**config.mk**
```make
export PLATFORM = sky130hd
export DESIGN_NAME = sie_core
export DESIGN_NICKNAME = d
export VERILOG_FILES = /design/src/sie_pkg.sv /design/src/sie_prio.sv /design/src/sie_core.sv
export VERILOG_INCLUDE_DIRS = /design/src
export SDC_FILE = /design/constraint.sdc
export NUM_CORES = 1
export LEC_CHECK = 0
export BUFFER_PORTS_ARGS = -buffer_cell sky130_fd_sc_hd__buf_2
export CAP_MARGIN = 20
export CORE_UTILIZATION = 59
export DETAILED_ROUTE_END_ITERATION = 10
export GPL_TIMING_DRIVEN = 1
export PLACE_DENSITY = 0.91
export SYNTH_ARGS = -nofsm -noshare
export SYNTH_HDL_FRONTEND = slang
export SYNTH_SLANG_ARGS = --single-unit
```
**constraint.sdc**
```tcl
create_clock -name clk_sys -period 10.25 [get_ports clk_sys]
set_input_delay 2.05 -clock clk_sys [delete_from_list [all_inputs] [get_ports clk_sys]]
set_output_delay 2.05 -clock clk_sys [all_outputs]
set_load 0.01 [all_outputs]
```
**src/sie_consts.svh**
```systemverilog
// constants for the stack and interrupt entry block
`ifndef SIE_CONSTS_SVH
`define SIE_CONSTS_SVH

`define SIE_NUM_SRC          8
`define SIE_IO_ADDR_SPL      6'h3D
`define SIE_IO_ADDR_SPH      6'h3E
`define SIE_IO_ADDR_STATUS_WORD     6'h3F
`define SIE_IO_ADDR_CTRL     6'h35
`define SIE_IO_ADDR_FLAGS    6'h1C
`define SIE_IO_ADDR_ENABLES  6'h1D
`define SIE_STATUS_WORD_I_BIT       7
`define SIE_CTRL_VECTOR_TABLE_SELECT_BIT   1
`define SIE_TOP_OF_DATA      16'h04FF
`define SIE_ENTRY_CYCLES     3'h4
`define SIE_RETURN_CYCLES    3'h4
`define SIE_WAKE_EXTRA       3'h4
`define SIE_VEC_STRIDE       2
`define SIE_BOOT_BASE        13'h1C00
`define SIE_PC_BITS          13

`endif

```
**src/sie_pkg.sv**
```systemverilog
// types for the stack and interrupt entry block
`include "sie_consts.svh"
package sie_pkg;
	typedef enum logic [2:0] {
		SIE_OP_NONE,
		SIE_OP_PUSH1,
		SIE_OP_POP1,
		SIE_OP_CALL,
		SIE_OP_RET,
		SIE_OP_RETURN_FROM_INTERRUPT
	} sie_op_e;

	typedef struct packed {
		logic       wr;
		logic       rd;
		logic [5:0] addr;
		logic [7:0] wdata;
	} sie_io_s;

	typedef struct packed {
		sie_op_e    op;
		logic       insn_done;
		logic       cli;
		logic       sei;
		logic       asleep;
		logic [12:0] pc;
	} sie_core_s;

	typedef logic [`SIE_NUM_SRC-1:0] sie_src_t;
endpackage

```
**src/sie_prio.sv**
```systemverilog
// fixed priority picker: lowest index wins
`timescale 1ns/1ps
`default_nettype none
`include "sie_consts.svh"
module sie_prio (
	input  wire logic [`SIE_NUM_SRC-1:0] req,
	output logic                         any,
	output logic [2:0]                   idx
);
	always_comb begin
		any = 1'b0;
		idx = 3'h0;
		for (int i = `SIE_NUM_SRC - 1; i >= 0; i--) begin
			if (req[i]) begin
				any = 1'b1;
				idx = 3'(i);
			end
		end
	end
endmodule // sie_prio
`default_nettype wire

```
**src/sie_core.sv**
```systemverilog
// stack pointer and interrupt entry and return sequencer
// Summary of operation
// RULE_01 - push lowers pointer one; call or interrupt entry lowers it two
// RULE_02 - pop raises pointer one; return or interrupt return raises it two
// RULE_03 - pointer is high and low byte registers at io 0x3E and 0x3D
// RULE_04 - software sets pointer above 0x0100 before calls or enabling interrupts
// RULE_05 - interrupt taken only with own enable and global enable both set
// RULE_06 - per source vector; lower index higher priority; reset highest
// RULE_07 - select bit moves vectors to boot start; fuse moves reset vector
// RULE_08 - boot lock bits suppress interrupts depending on current program counter
// RULE_09 - accepting an interrupt clears global enable
// RULE_10 - interrupt return sets global enable
// RULE_11 - vectoring clears flag of a flag-type source
// RULE_12 - writing one clears a flag, zero leaves it
// RULE_13 - flag set while disabled is held until enabled and served or cleared
// RULE_14 - level sources request only while condition present
// RULE_15 - one main instruction runs after return before next interrupt
// RULE_16 - software saves and restores status word in handlers
// RULE_17 - clear-enable instruction blocks interrupts at once, same cycle too
// RULE_18 - instruction after set-enable runs before any pending interrupt
// RULE_19 - entry takes four cycles pushing program counter, then vector
// RULE_20 - interrupt waits for multi-cycle instruction to complete
// RULE_21 - waking from sleep adds four entry cycles
// RULE_22 - return takes four cycles, pops two bytes, pointer up two, enable set
// RULE_23 - reset sets pointer to top of data memory
`timescale 1ns/1ps
`default_nettype none
`include "sie_consts.svh"
module sie_core
	import sie_pkg::*;
(
	input  wire logic                  clk_sys,
	input  wire logic                  reset,
	input  wire sie_pkg::sie_io_s      io,
	input  wire sie_pkg::sie_core_s    core,
	input  wire sie_pkg::sie_src_t     src_event,
	input  wire sie_pkg::sie_src_t     src_level,
	input  wire sie_pkg::sie_src_t     src_is_level,
	input  wire logic                  boot_reset_fuse,
	input  wire logic                  irq_lock_app,
	input  wire logic                  irq_lock_boot,
	input  wire logic                  pc_in_boot,
	input  wire logic [7:0]            stack_rdata,
	output logic [7:0]                 io_rdata,
	output logic [15:0]                stack_addr,
	output logic                       stack_wr,
	output logic                       stack_rd,
	output logic [7:0]                 stack_wdata,
	output logic                       irq_busy,
	output logic                       vector_valid,
	output logic [12:0]                vector_pc,
	output logic [12:0]                reset_pc,
	output logic [12:0]                return_pc,
	output logic                       return_valid,
	output logic [7:0]                 status_word
);
	import sie_pkg::*;

	typedef enum logic [2:0] {
		SIE_IDLE,
		SIE_WAKE,
		SIE_ENTRY,
		SIE_RETURN
	} sie_state_e;

	sie_state_e  state_reg;
	logic [15:0] sp_reg;
	logic [7:0]  status_reg;
	logic [7:0]  ctrl_reg;
	sie_src_t    flag_reg;
	sie_src_t    enable_reg;
	logic [2:0]  cnt_reg;
	logic [2:0]  vec_reg;
	logic        hold_reg;
	logic [12:0] pc_reg;
	logic [7:0]  ret_hi_reg;
	logic [12:0] ret_pc_reg;
	logic        ret_valid_reg;
	logic        vec_valid_reg;
	logic [12:0] vec_pc_reg;
	logic [12:0] rst_pc_reg;

	sie_src_t    req;
	logic        any_req;
	logic [2:0]  pick;
	logic        locked;
	logic        accept;
	logic        g_en;

	// ----------------------------------------------------------------
	// request gathering
	// ----------------------------------------------------------------
	generate
		for (genvar g = 0; g < `SIE_NUM_SRC; g++) begin : g_req
			// level sources bypass the flag entirely
			assign req[g] = enable_reg[g] &&
				(src_is_level[g] ? src_level[g] : flag_reg[g]); // RULE_13 RULE_14
		end
	endgenerate

	sie_prio u_prio (
		.req (req),
		.any (any_req),
		.idx (pick)
	);

	assign locked = pc_in_boot ? irq_lock_boot : irq_lock_app; // RULE_08
	assign g_en   = status_reg[`SIE_STATUS_WORD_I_BIT] && !core.cli; // RULE_17
	// hold_reg covers the instruction after return or set-enable
	assign accept = (state_reg == SIE_IDLE) && core.insn_done && !hold_reg &&
		g_en && any_req && !locked; // RULE_05 RULE_15 RULE_18 RULE_20

	// ----------------------------------------------------------------
	// sequencer
	// ----------------------------------------------------------------
	always_ff @(posedge clk_sys) begin
		if (reset) begin
			state_reg <= SIE_IDLE;
			cnt_reg   <= 3'h0;
			vec_reg   <= 3'h0;
		end else begin
			case (state_reg)
				SIE_IDLE: begin
					if (accept) begin
						vec_reg   <= pick; // RULE_06
						state_reg <= core.asleep ? SIE_WAKE : SIE_ENTRY;
						cnt_reg   <= core.asleep ? `SIE_WAKE_EXTRA : `SIE_ENTRY_CYCLES; // RULE_21
					end else if (core.op == SIE_OP_RETURN_FROM_INTERRUPT && core.insn_done) begin
						state_reg <= SIE_RETURN;
						cnt_reg   <= `SIE_RETURN_CYCLES; // RULE_22
					end
				end
				SIE_WAKE: begin
					cnt_reg <= cnt_reg - 3'h1;
					if (cnt_reg == 3'h1) begin
						state_reg <= SIE_ENTRY;
						cnt_reg   <= `SIE_ENTRY_CYCLES;
					end
				end
				SIE_ENTRY, SIE_RETURN: begin
					cnt_reg <= cnt_reg - 3'h1;
					if (cnt_reg == 3'h1) begin
						state_reg <= SIE_IDLE; // RULE_19
					end
				end
				default: state_reg <= SIE_IDLE;
			endcase
		end
	end

	// one instruction must run after return or set-enable
	always_ff @(posedge clk_sys) begin
		if (reset) begin
			hold_reg <= 1'b0;
		end else if ((state_reg == SIE_RETURN && cnt_reg == 3'h1) ||
			(core.sei && core.insn_done)) begin
			hold_reg <= 1'b1; // RULE_15 RULE_18
		end else if (state_reg == SIE_IDLE && core.insn_done) begin
			hold_reg <= 1'b0;
		end
	end

	// ----------------------------------------------------------------
	// stack pointer
	// ----------------------------------------------------------------
	always_ff @(posedge clk_sys) begin
		if (reset) begin
			sp_reg <= `SIE_TOP_OF_DATA; // RULE_23
		end else if (state_reg == SIE_ENTRY && cnt_reg >= 3'h3) begin
			sp_reg <= sp_reg - 16'h0001; // RULE_01
		end else if (state_reg == SIE_RETURN && cnt_reg >= 3'h3) begin
			sp_reg <= sp_reg + 16'h0001; // RULE_02 RULE_22
		end else if (state_reg == SIE_IDLE && core.insn_done &&
			core.op inside {SIE_OP_PUSH1, SIE_OP_POP1, SIE_OP_CALL, SIE_OP_RET}) begin
			case (core.op)
				SIE_OP_PUSH1: sp_reg <= sp_reg - 16'h0001; // RULE_01
				SIE_OP_CALL:  sp_reg <= sp_reg - 16'h0002; // RULE_01
				SIE_OP_POP1:  sp_reg <= sp_reg + 16'h0001; // RULE_02
				SIE_OP_RET:   sp_reg <= sp_reg + 16'h0002; // RULE_02
				default:      sp_reg <= sp_reg;
			endcase
		end else if (io.wr && io.addr == `SIE_IO_ADDR_SPL) begin
			sp_reg[7:0] <= io.wdata; // RULE_03
		end else if (io.wr && io.addr == `SIE_IO_ADDR_SPH) begin
			sp_reg[15:8] <= io.wdata; // RULE_03
		end
	end

	// ----------------------------------------------------------------
	// status word and control
	// ----------------------------------------------------------------
	always_ff @(posedge clk_sys) begin
		if (reset) begin
			status_reg <= 8'h00;
		end else if (accept) begin
			status_reg[`SIE_STATUS_WORD_I_BIT] <= 1'b0; // RULE_09
		end else if (state_reg == SIE_RETURN && cnt_reg == 3'h1) begin
			status_reg[`SIE_STATUS_WORD_I_BIT] <= 1'b1; // RULE_10 RULE_22
		end else if (core.cli) begin
			status_reg[`SIE_STATUS_WORD_I_BIT] <= 1'b0; // RULE_17
		end else if (core.sei) begin
			status_reg[`SIE_STATUS_WORD_I_BIT] <= 1'b1;
		end else if (io.wr && io.addr == `SIE_IO_ADDR_STATUS_WORD) begin
			status_reg <= io.wdata; // RULE_16
		end
	end

	always_ff @(posedge clk_sys) begin
		if (reset) begin
			ctrl_reg   <= 8'h00;
			enable_reg <= '0;
		end else if (io.wr && io.addr == `SIE_IO_ADDR_CTRL) begin
			ctrl_reg <= io.wdata;
		end else if (io.wr && io.addr == `SIE_IO_ADDR_ENABLES) begin
			enable_reg <= io.wdata;
		end
	end

	// ----------------------------------------------------------------
	// pending flags: hardware set beats any clear
	// ----------------------------------------------------------------
	generate
		for (genvar f = 0; f < `SIE_NUM_SRC; f++) begin : g_flag
			always_ff @(posedge clk_sys) begin
				if (reset) begin
					flag_reg[f] <= 1'b0;
				end else if (src_event[f] && !src_is_level[f]) begin
					flag_reg[f] <= 1'b1; // RULE_13
				end else if (accept && pick == 3'(f)) begin
					flag_reg[f] <= 1'b0; // RULE_11
				end else if (io.wr && io.addr == `SIE_IO_ADDR_FLAGS && io.wdata[f]) begin
					flag_reg[f] <= 1'b0; // RULE_12
				end
			end
		end
	endgenerate

	// ----------------------------------------------------------------
	// stack memory traffic and vectors
	// ----------------------------------------------------------------
	always_ff @(posedge clk_sys) begin
		if (reset) begin
			pc_reg <= 13'h0000;
		end else if (accept) begin
			pc_reg <= core.pc;
		end
	end

	always_comb begin
		stack_addr  = sp_reg;
		stack_wr    = (state_reg == SIE_ENTRY) && (cnt_reg >= 3'h3); // RULE_19
		stack_rd    = (state_reg == SIE_RETURN) && (cnt_reg == 3'h3 || cnt_reg == 3'h2); // RULE_22
		stack_wdata = (cnt_reg == 3'h4) ? pc_reg[7:0] : {3'h0, pc_reg[12:8]};
	end

	always_ff @(posedge clk_sys) begin
		if (reset) begin
			ret_hi_reg    <= 8'h00;
			ret_pc_reg    <= 13'h0000;
			ret_valid_reg <= 1'b0;
		end else begin
			ret_valid_reg <= 1'b0;
			// pointer steps up before each read, since it rests on the free byte
			if (state_reg == SIE_RETURN && cnt_reg == 3'h3) begin
				ret_hi_reg <= stack_rdata;
			end
			if (state_reg == SIE_RETURN && cnt_reg == 3'h2) begin
				ret_pc_reg <= {ret_hi_reg[4:0], stack_rdata};
			end
			if (state_reg == SIE_RETURN && cnt_reg == 3'h1) begin
				ret_valid_reg <= 1'b1; // RULE_22
			end
		end
	end

	always_ff @(posedge clk_sys) begin
		if (reset) begin
			vec_valid_reg <= 1'b0;
			vec_pc_reg    <= 13'h0000;
			rst_pc_reg    <= 13'h0000;
		end else begin
			rst_pc_reg    <= boot_reset_fuse ? `SIE_BOOT_BASE : 13'h0000; // RULE_07
			vec_valid_reg <= (state_reg == SIE_ENTRY) && (cnt_reg == 3'h1); // RULE_19
			// vector 0 is reset, so source n lands at slot n+1
			vec_pc_reg <= (ctrl_reg[`SIE_CTRL_VECTOR_TABLE_SELECT_BIT] ? `SIE_BOOT_BASE : 13'h0000) +
				13'((vec_reg + 3'h1) * `SIE_VEC_STRIDE); // RULE_06 RULE_07
		end
	end

	always_ff @(posedge clk_sys) begin
		if (reset) begin
			io_rdata <= 8'h00;
		end else if (io.rd) begin
			case (io.addr)
				`SIE_IO_ADDR_SPL:     io_rdata <= sp_reg[7:0];
				`SIE_IO_ADDR_SPH:     io_rdata <= sp_reg[15:8];
				`SIE_IO_ADDR_STATUS_WORD:    io_rdata <= status_reg;
				`SIE_IO_ADDR_CTRL:    io_rdata <= ctrl_reg;
				`SIE_IO_ADDR_FLAGS:   io_rdata <= flag_reg;
				`SIE_IO_ADDR_ENABLES: io_rdata <= enable_reg;
				default:              io_rdata <= 8'h00;
			endcase
		end
	end

	assign irq_busy     = (state_reg != SIE_IDLE);
	assign vector_valid = vec_valid_reg;
	assign vector_pc    = vec_pc_reg;
	assign reset_pc     = rst_pc_reg;
	assign return_pc    = ret_pc_reg;
	assign return_valid = ret_valid_reg;
	assign status_word  = status_reg;

	// ----------------------------------------------------------------
	// checks
	// ----------------------------------------------------------------
	a_reset_sp_top: assert property (@(posedge clk_sys) $fell(reset) |-> sp_reg == `SIE_TOP_OF_DATA) // RULE_23
		else $error("pointer not at top after reset");
	a_push_one: assert property (@(posedge clk_sys) disable iff (reset)
		state_reg == SIE_IDLE && core.insn_done && !accept && core.op == SIE_OP_PUSH1 && !io.wr
		|=> sp_reg == $past(sp_reg) - 16'h0001) // RULE_01
		else $error("push did not lower pointer by one");
	a_ret_two: assert property (@(posedge clk_sys) disable iff (reset)
		state_reg == SIE_IDLE && core.insn_done && !accept && core.op == SIE_OP_RET
		|=> sp_reg == $past(sp_reg) + 16'h0002) // RULE_02
		else $error("return did not raise pointer by two");
	a_entry_len: assert property (@(posedge clk_sys) disable iff (reset)
		accept && !core.asleep |=> (state_reg == SIE_ENTRY) [*4] ##1 vec_valid_reg) // RULE_19
		else $error("entry not four cycles");
	a_entry_clears_i: assert property (@(posedge clk_sys) disable iff (reset)
		accept |=> !status_reg[`SIE_STATUS_WORD_I_BIT]) // RULE_09
		else $error("global enable not cleared on entry");
	a_return_from_interrupt_sets_i: assert property (@(posedge clk_sys) disable iff (reset)
		state_reg == SIE_IDLE && core.insn_done && core.op == SIE_OP_RETURN_FROM_INTERRUPT && !accept
		|-> ##5 status_reg[`SIE_STATUS_WORD_I_BIT] && sp_reg == $past(sp_reg, 5) + 16'h0002) // RULE_22
		else $error("return did not restore enable and pointer");
	a_cli_blocks: assert property (@(posedge clk_sys) disable iff (reset)
		core.cli |-> !accept) // RULE_17
		else $error("interrupt taken with clear-enable");
	a_need_enable: assert property (@(posedge clk_sys) disable iff (reset)
		accept |-> enable_reg[pick] && status_reg[`SIE_STATUS_WORD_I_BIT]) // RULE_05
		else $error("interrupt taken without enables");
	a_sei_delay: assert property (@(posedge clk_sys) disable iff (reset)
		core.sei && core.insn_done |=> !accept) // RULE_18
		else $error("interrupt right after set-enable");
	a_flag_cleared: assert property (@(posedge clk_sys) disable iff (reset)
		accept && !src_is_level[pick] && !src_event[pick] |=> !flag_reg[$past(pick)]) // RULE_11
		else $error("flag not cleared on vectoring");
	a_wake_extra: assert property (@(posedge clk_sys) disable iff (reset)
		accept && core.asleep |=> (state_reg == SIE_WAKE) [*4] ##1 state_reg == SIE_ENTRY) // RULE_21
		else $error("wake entry not four extra cycles");
endmodule // sie_core
`default_nettype wire

```
==> results.cfg <==
[floorplanning]
initial_core_util_pct = 60.31
die_area_mm2 = 0.01206
die_h_um = 109.8
io_pins = 158
core-area_mm2 = 0.01137
fp-row-count = 39
die_w_um = 109.8

[layout]
fill_cells = 932
syn_to_final_growth_pct = 13.56
nets = 1060
n_antenna_cell = 0
layout_common_cells = buf_2 (140), dfxtp_1 (104), nor2_1 (97), nand2_1 (90), a21oi_1 (82)
largest_reg_flops = 16
layout_commonest_cell = buf_2
utilization_pct = 68.48
layout-drive-gt1-share_pct = 20.14

[placement]
place_hpwl_mm = 13.77
port_buffers = 141
place_congestion = 0.9386

[pwr]
switchingPower_mw = 0.4342
seqPwrFrac_pct = 40.6
power_leakage_nw = 3.499
p_int_mw = 0.7384
comb_power_share_pct = 28.3
p_sw_share_pct = 37.03
ir_drop_v = 0.0001059
clkPwrFrac_pct = 31.1
p_per_area_mw_per_mm2 = 150.6

[clock_network]
cts.repair.resized = 0
path_clk_slew_ns = 0.09
cts_max_level = 3
cts_setup_buffers = 0
ctsHoldBuffers = 0
clockBufferDepth = 2
clk_latency_ns = 0.36
clkSinkCount = 104
numCtsBuffers = 9
cts_tree = yes
clk_root_buffer_cell = clkbuf_16

[routing]
drt-met1-wl_mm = 7.638
drc = 0
highest_layer = met4
viasPerCell = 6.335
drt-initial-drc-count = 650
vias = 7038
wirelength_mm = 19.53
wire_per_inst_um = 17.58
dr_wl_met3_mm = 2.165
ant_nets = 0
wl_met2_mm = 8.879
first_pass_iters = 6

[sta]
finalMaxSlewViolations = 0
finalSetupViolCount = 0
finalHoldViolations = 0
min_period_over_period_pct = 50.05
fin_tns_setup_ns = 0
fmax_mhz = 194.9
worst_pin_slew_ns = 1.107
fin_crit_ns = 5.130
rsz0062_at_grt = false
finClkSkew_ns = 0.009308
whs_ns = 0.4547
max_slew_margin_pct = 26.20

[synth]
syn_area_mm2 = 0.006857
synthArstFlopShare_pct = 0
synthDistinctLibCells = 74
yosysWarnings = 0
synth_cells = 863
ys.flop_type = dfxtp_1
synth_top_area_cell = dfxtp_1
avgSynthCellArea_um2 = 7.945
synth_top_area_share_pct = 30.36
synth_edf_count = 0
yosysSeqAreaShare_pct = 30.36
netlist_top_cells_area = dfxtp_1 (30%), mux2i_1 (8.2%), a21oi_1 (6.0%)
ys_ff_latch = 104

[worst_setup_path]
crit_required_ns = 10.55
crit_fanout = 16
start_kind = input pin
worstSetupEndpointType = flop
crit_type = input pin to flop
arrival_ns = 5.43

[grt]
grt-ovfl-total = 0
grt_pass1_vias = 6356
grt_max_degree = 111
antenna_found_initial = 0
grtUsageTotal_pct = 32.03
grt_pass1_wl_mm = 30.28

[outcome]
status = completed

[flow_run]
max_cap_viol_count = 0

[worst_hold_path]
hold_class = flop to flop
-- stage by stage --
stage	power, mW	instances	setup WS, ns	cell area (µm²)
floorplan	0.7165	878	5.353	6913
global placement	0.7985	1095	4.987	7467
detailed placement	0.8045	1095	4.822	7467
CTS	1.163	1111	5.174	7786
global route	1.221	1111	4.855	7786
finish	1.173	1111	5.120	7786
-- cell type report --
| class | count | area, µm² | area share, % |
|---|---|---|---|
| sequential | 104 | 2082 | 26.74 |
| timing repair buffer | 147 | 753.2 | 9.674 |
| clock buffer | 9 | 225.2 | 2.892 |
| tap | 143 | 178.9 | 2.298 |
| multi-input combinational | 682 | 4382 | 56.28 |
| inverter | 19 | 71.32 | 0.9160 |
| clock inverter | 7 | 93.84 | 1.205 |
-- critical path: stages --
cell	delay, ns
buf_2	0.16
nor3b_4	0.38
inv_1	0.37
fa_1	0.54
a211oi_1	0.35
o21bai_1	0.16
a211oi_1	0.44
a21oi_1	0.18
mux2_2	0.29
o311ai_0	0.32
a22o_1	0.17
-- final timing paths --
kind | start | end | slack (ns) | cells past startpoint
setup / recovery | core[17] | stack_addr[15] | 5.12 | 11
hold / removal | return_pc[12] | return_pc[12] | 0.45 | 2
setup reg to reg | state_reg[0] | status_word[4] | 7.13 | 8
hold reg to reg | return_pc[12] | return_pc[12] | 0.45 | 2
-- power by group through the flow --
stage / combinational [mW] / clock [mW] / sequential, mW
2_1_floorplan: 0.260 / 0 / 0.456
3_3_place_gp: 0.315 / 0 / 0.483
3_5_place_dp: 0.322 / 0 / 0.483
4_1_cts: 0.325 / 0.365 / 0.474
5_1_grt: 0.363 / 0.379 / 0.479
6_report: 0.332 / 0.365 / 0.476
-- cell usage after synthesis, types with 5 or more instances --
cell type  count
nor3_1        10
a21oi_1       82
a211o_1        5
nor2b_1        9
a221o_1        7
o211ai_1       7
o21ai_0       35
mux2_2        15
nand3_1       28
dfxtp_1      104
xnor2_1       18
buf_2         14
mux2i_1       56
xor2_1        11
o22ai_1       19
inv_1         18
clkbuf_1      32
nand2b_1      18
a221oi_1      11
a31oi_1        6
buf_4         21
a22oi_1        8
nand2_1       90
buf_1          5
nand4_1        5
nor2_1        97
a211oi_1      18
ha_1          22
a21o_1         6
and3_1         9
-- per-layer routing --
metal,up-vias,global-route usage (%)
li1,3296,-
met1,3202,39.00
met2,455,51.52
met3,85,8.536
met4,0,16.86
met5,-,0
-- cell families after synthesis --
logic type               share of synthesized area [%]
XOR/XNOR                                         3.704
AND/OR/NAND/NOR                                  21.77
flip-flops                                       30.37
AO/OA/AOI/OAI                                    22.61
buffers and inverters                            6.551
adder cells (fa/ha/maj)                          4.307
multiplexers                                     10.64
other                                          0.05469
(Power assumes the default switching activity.)
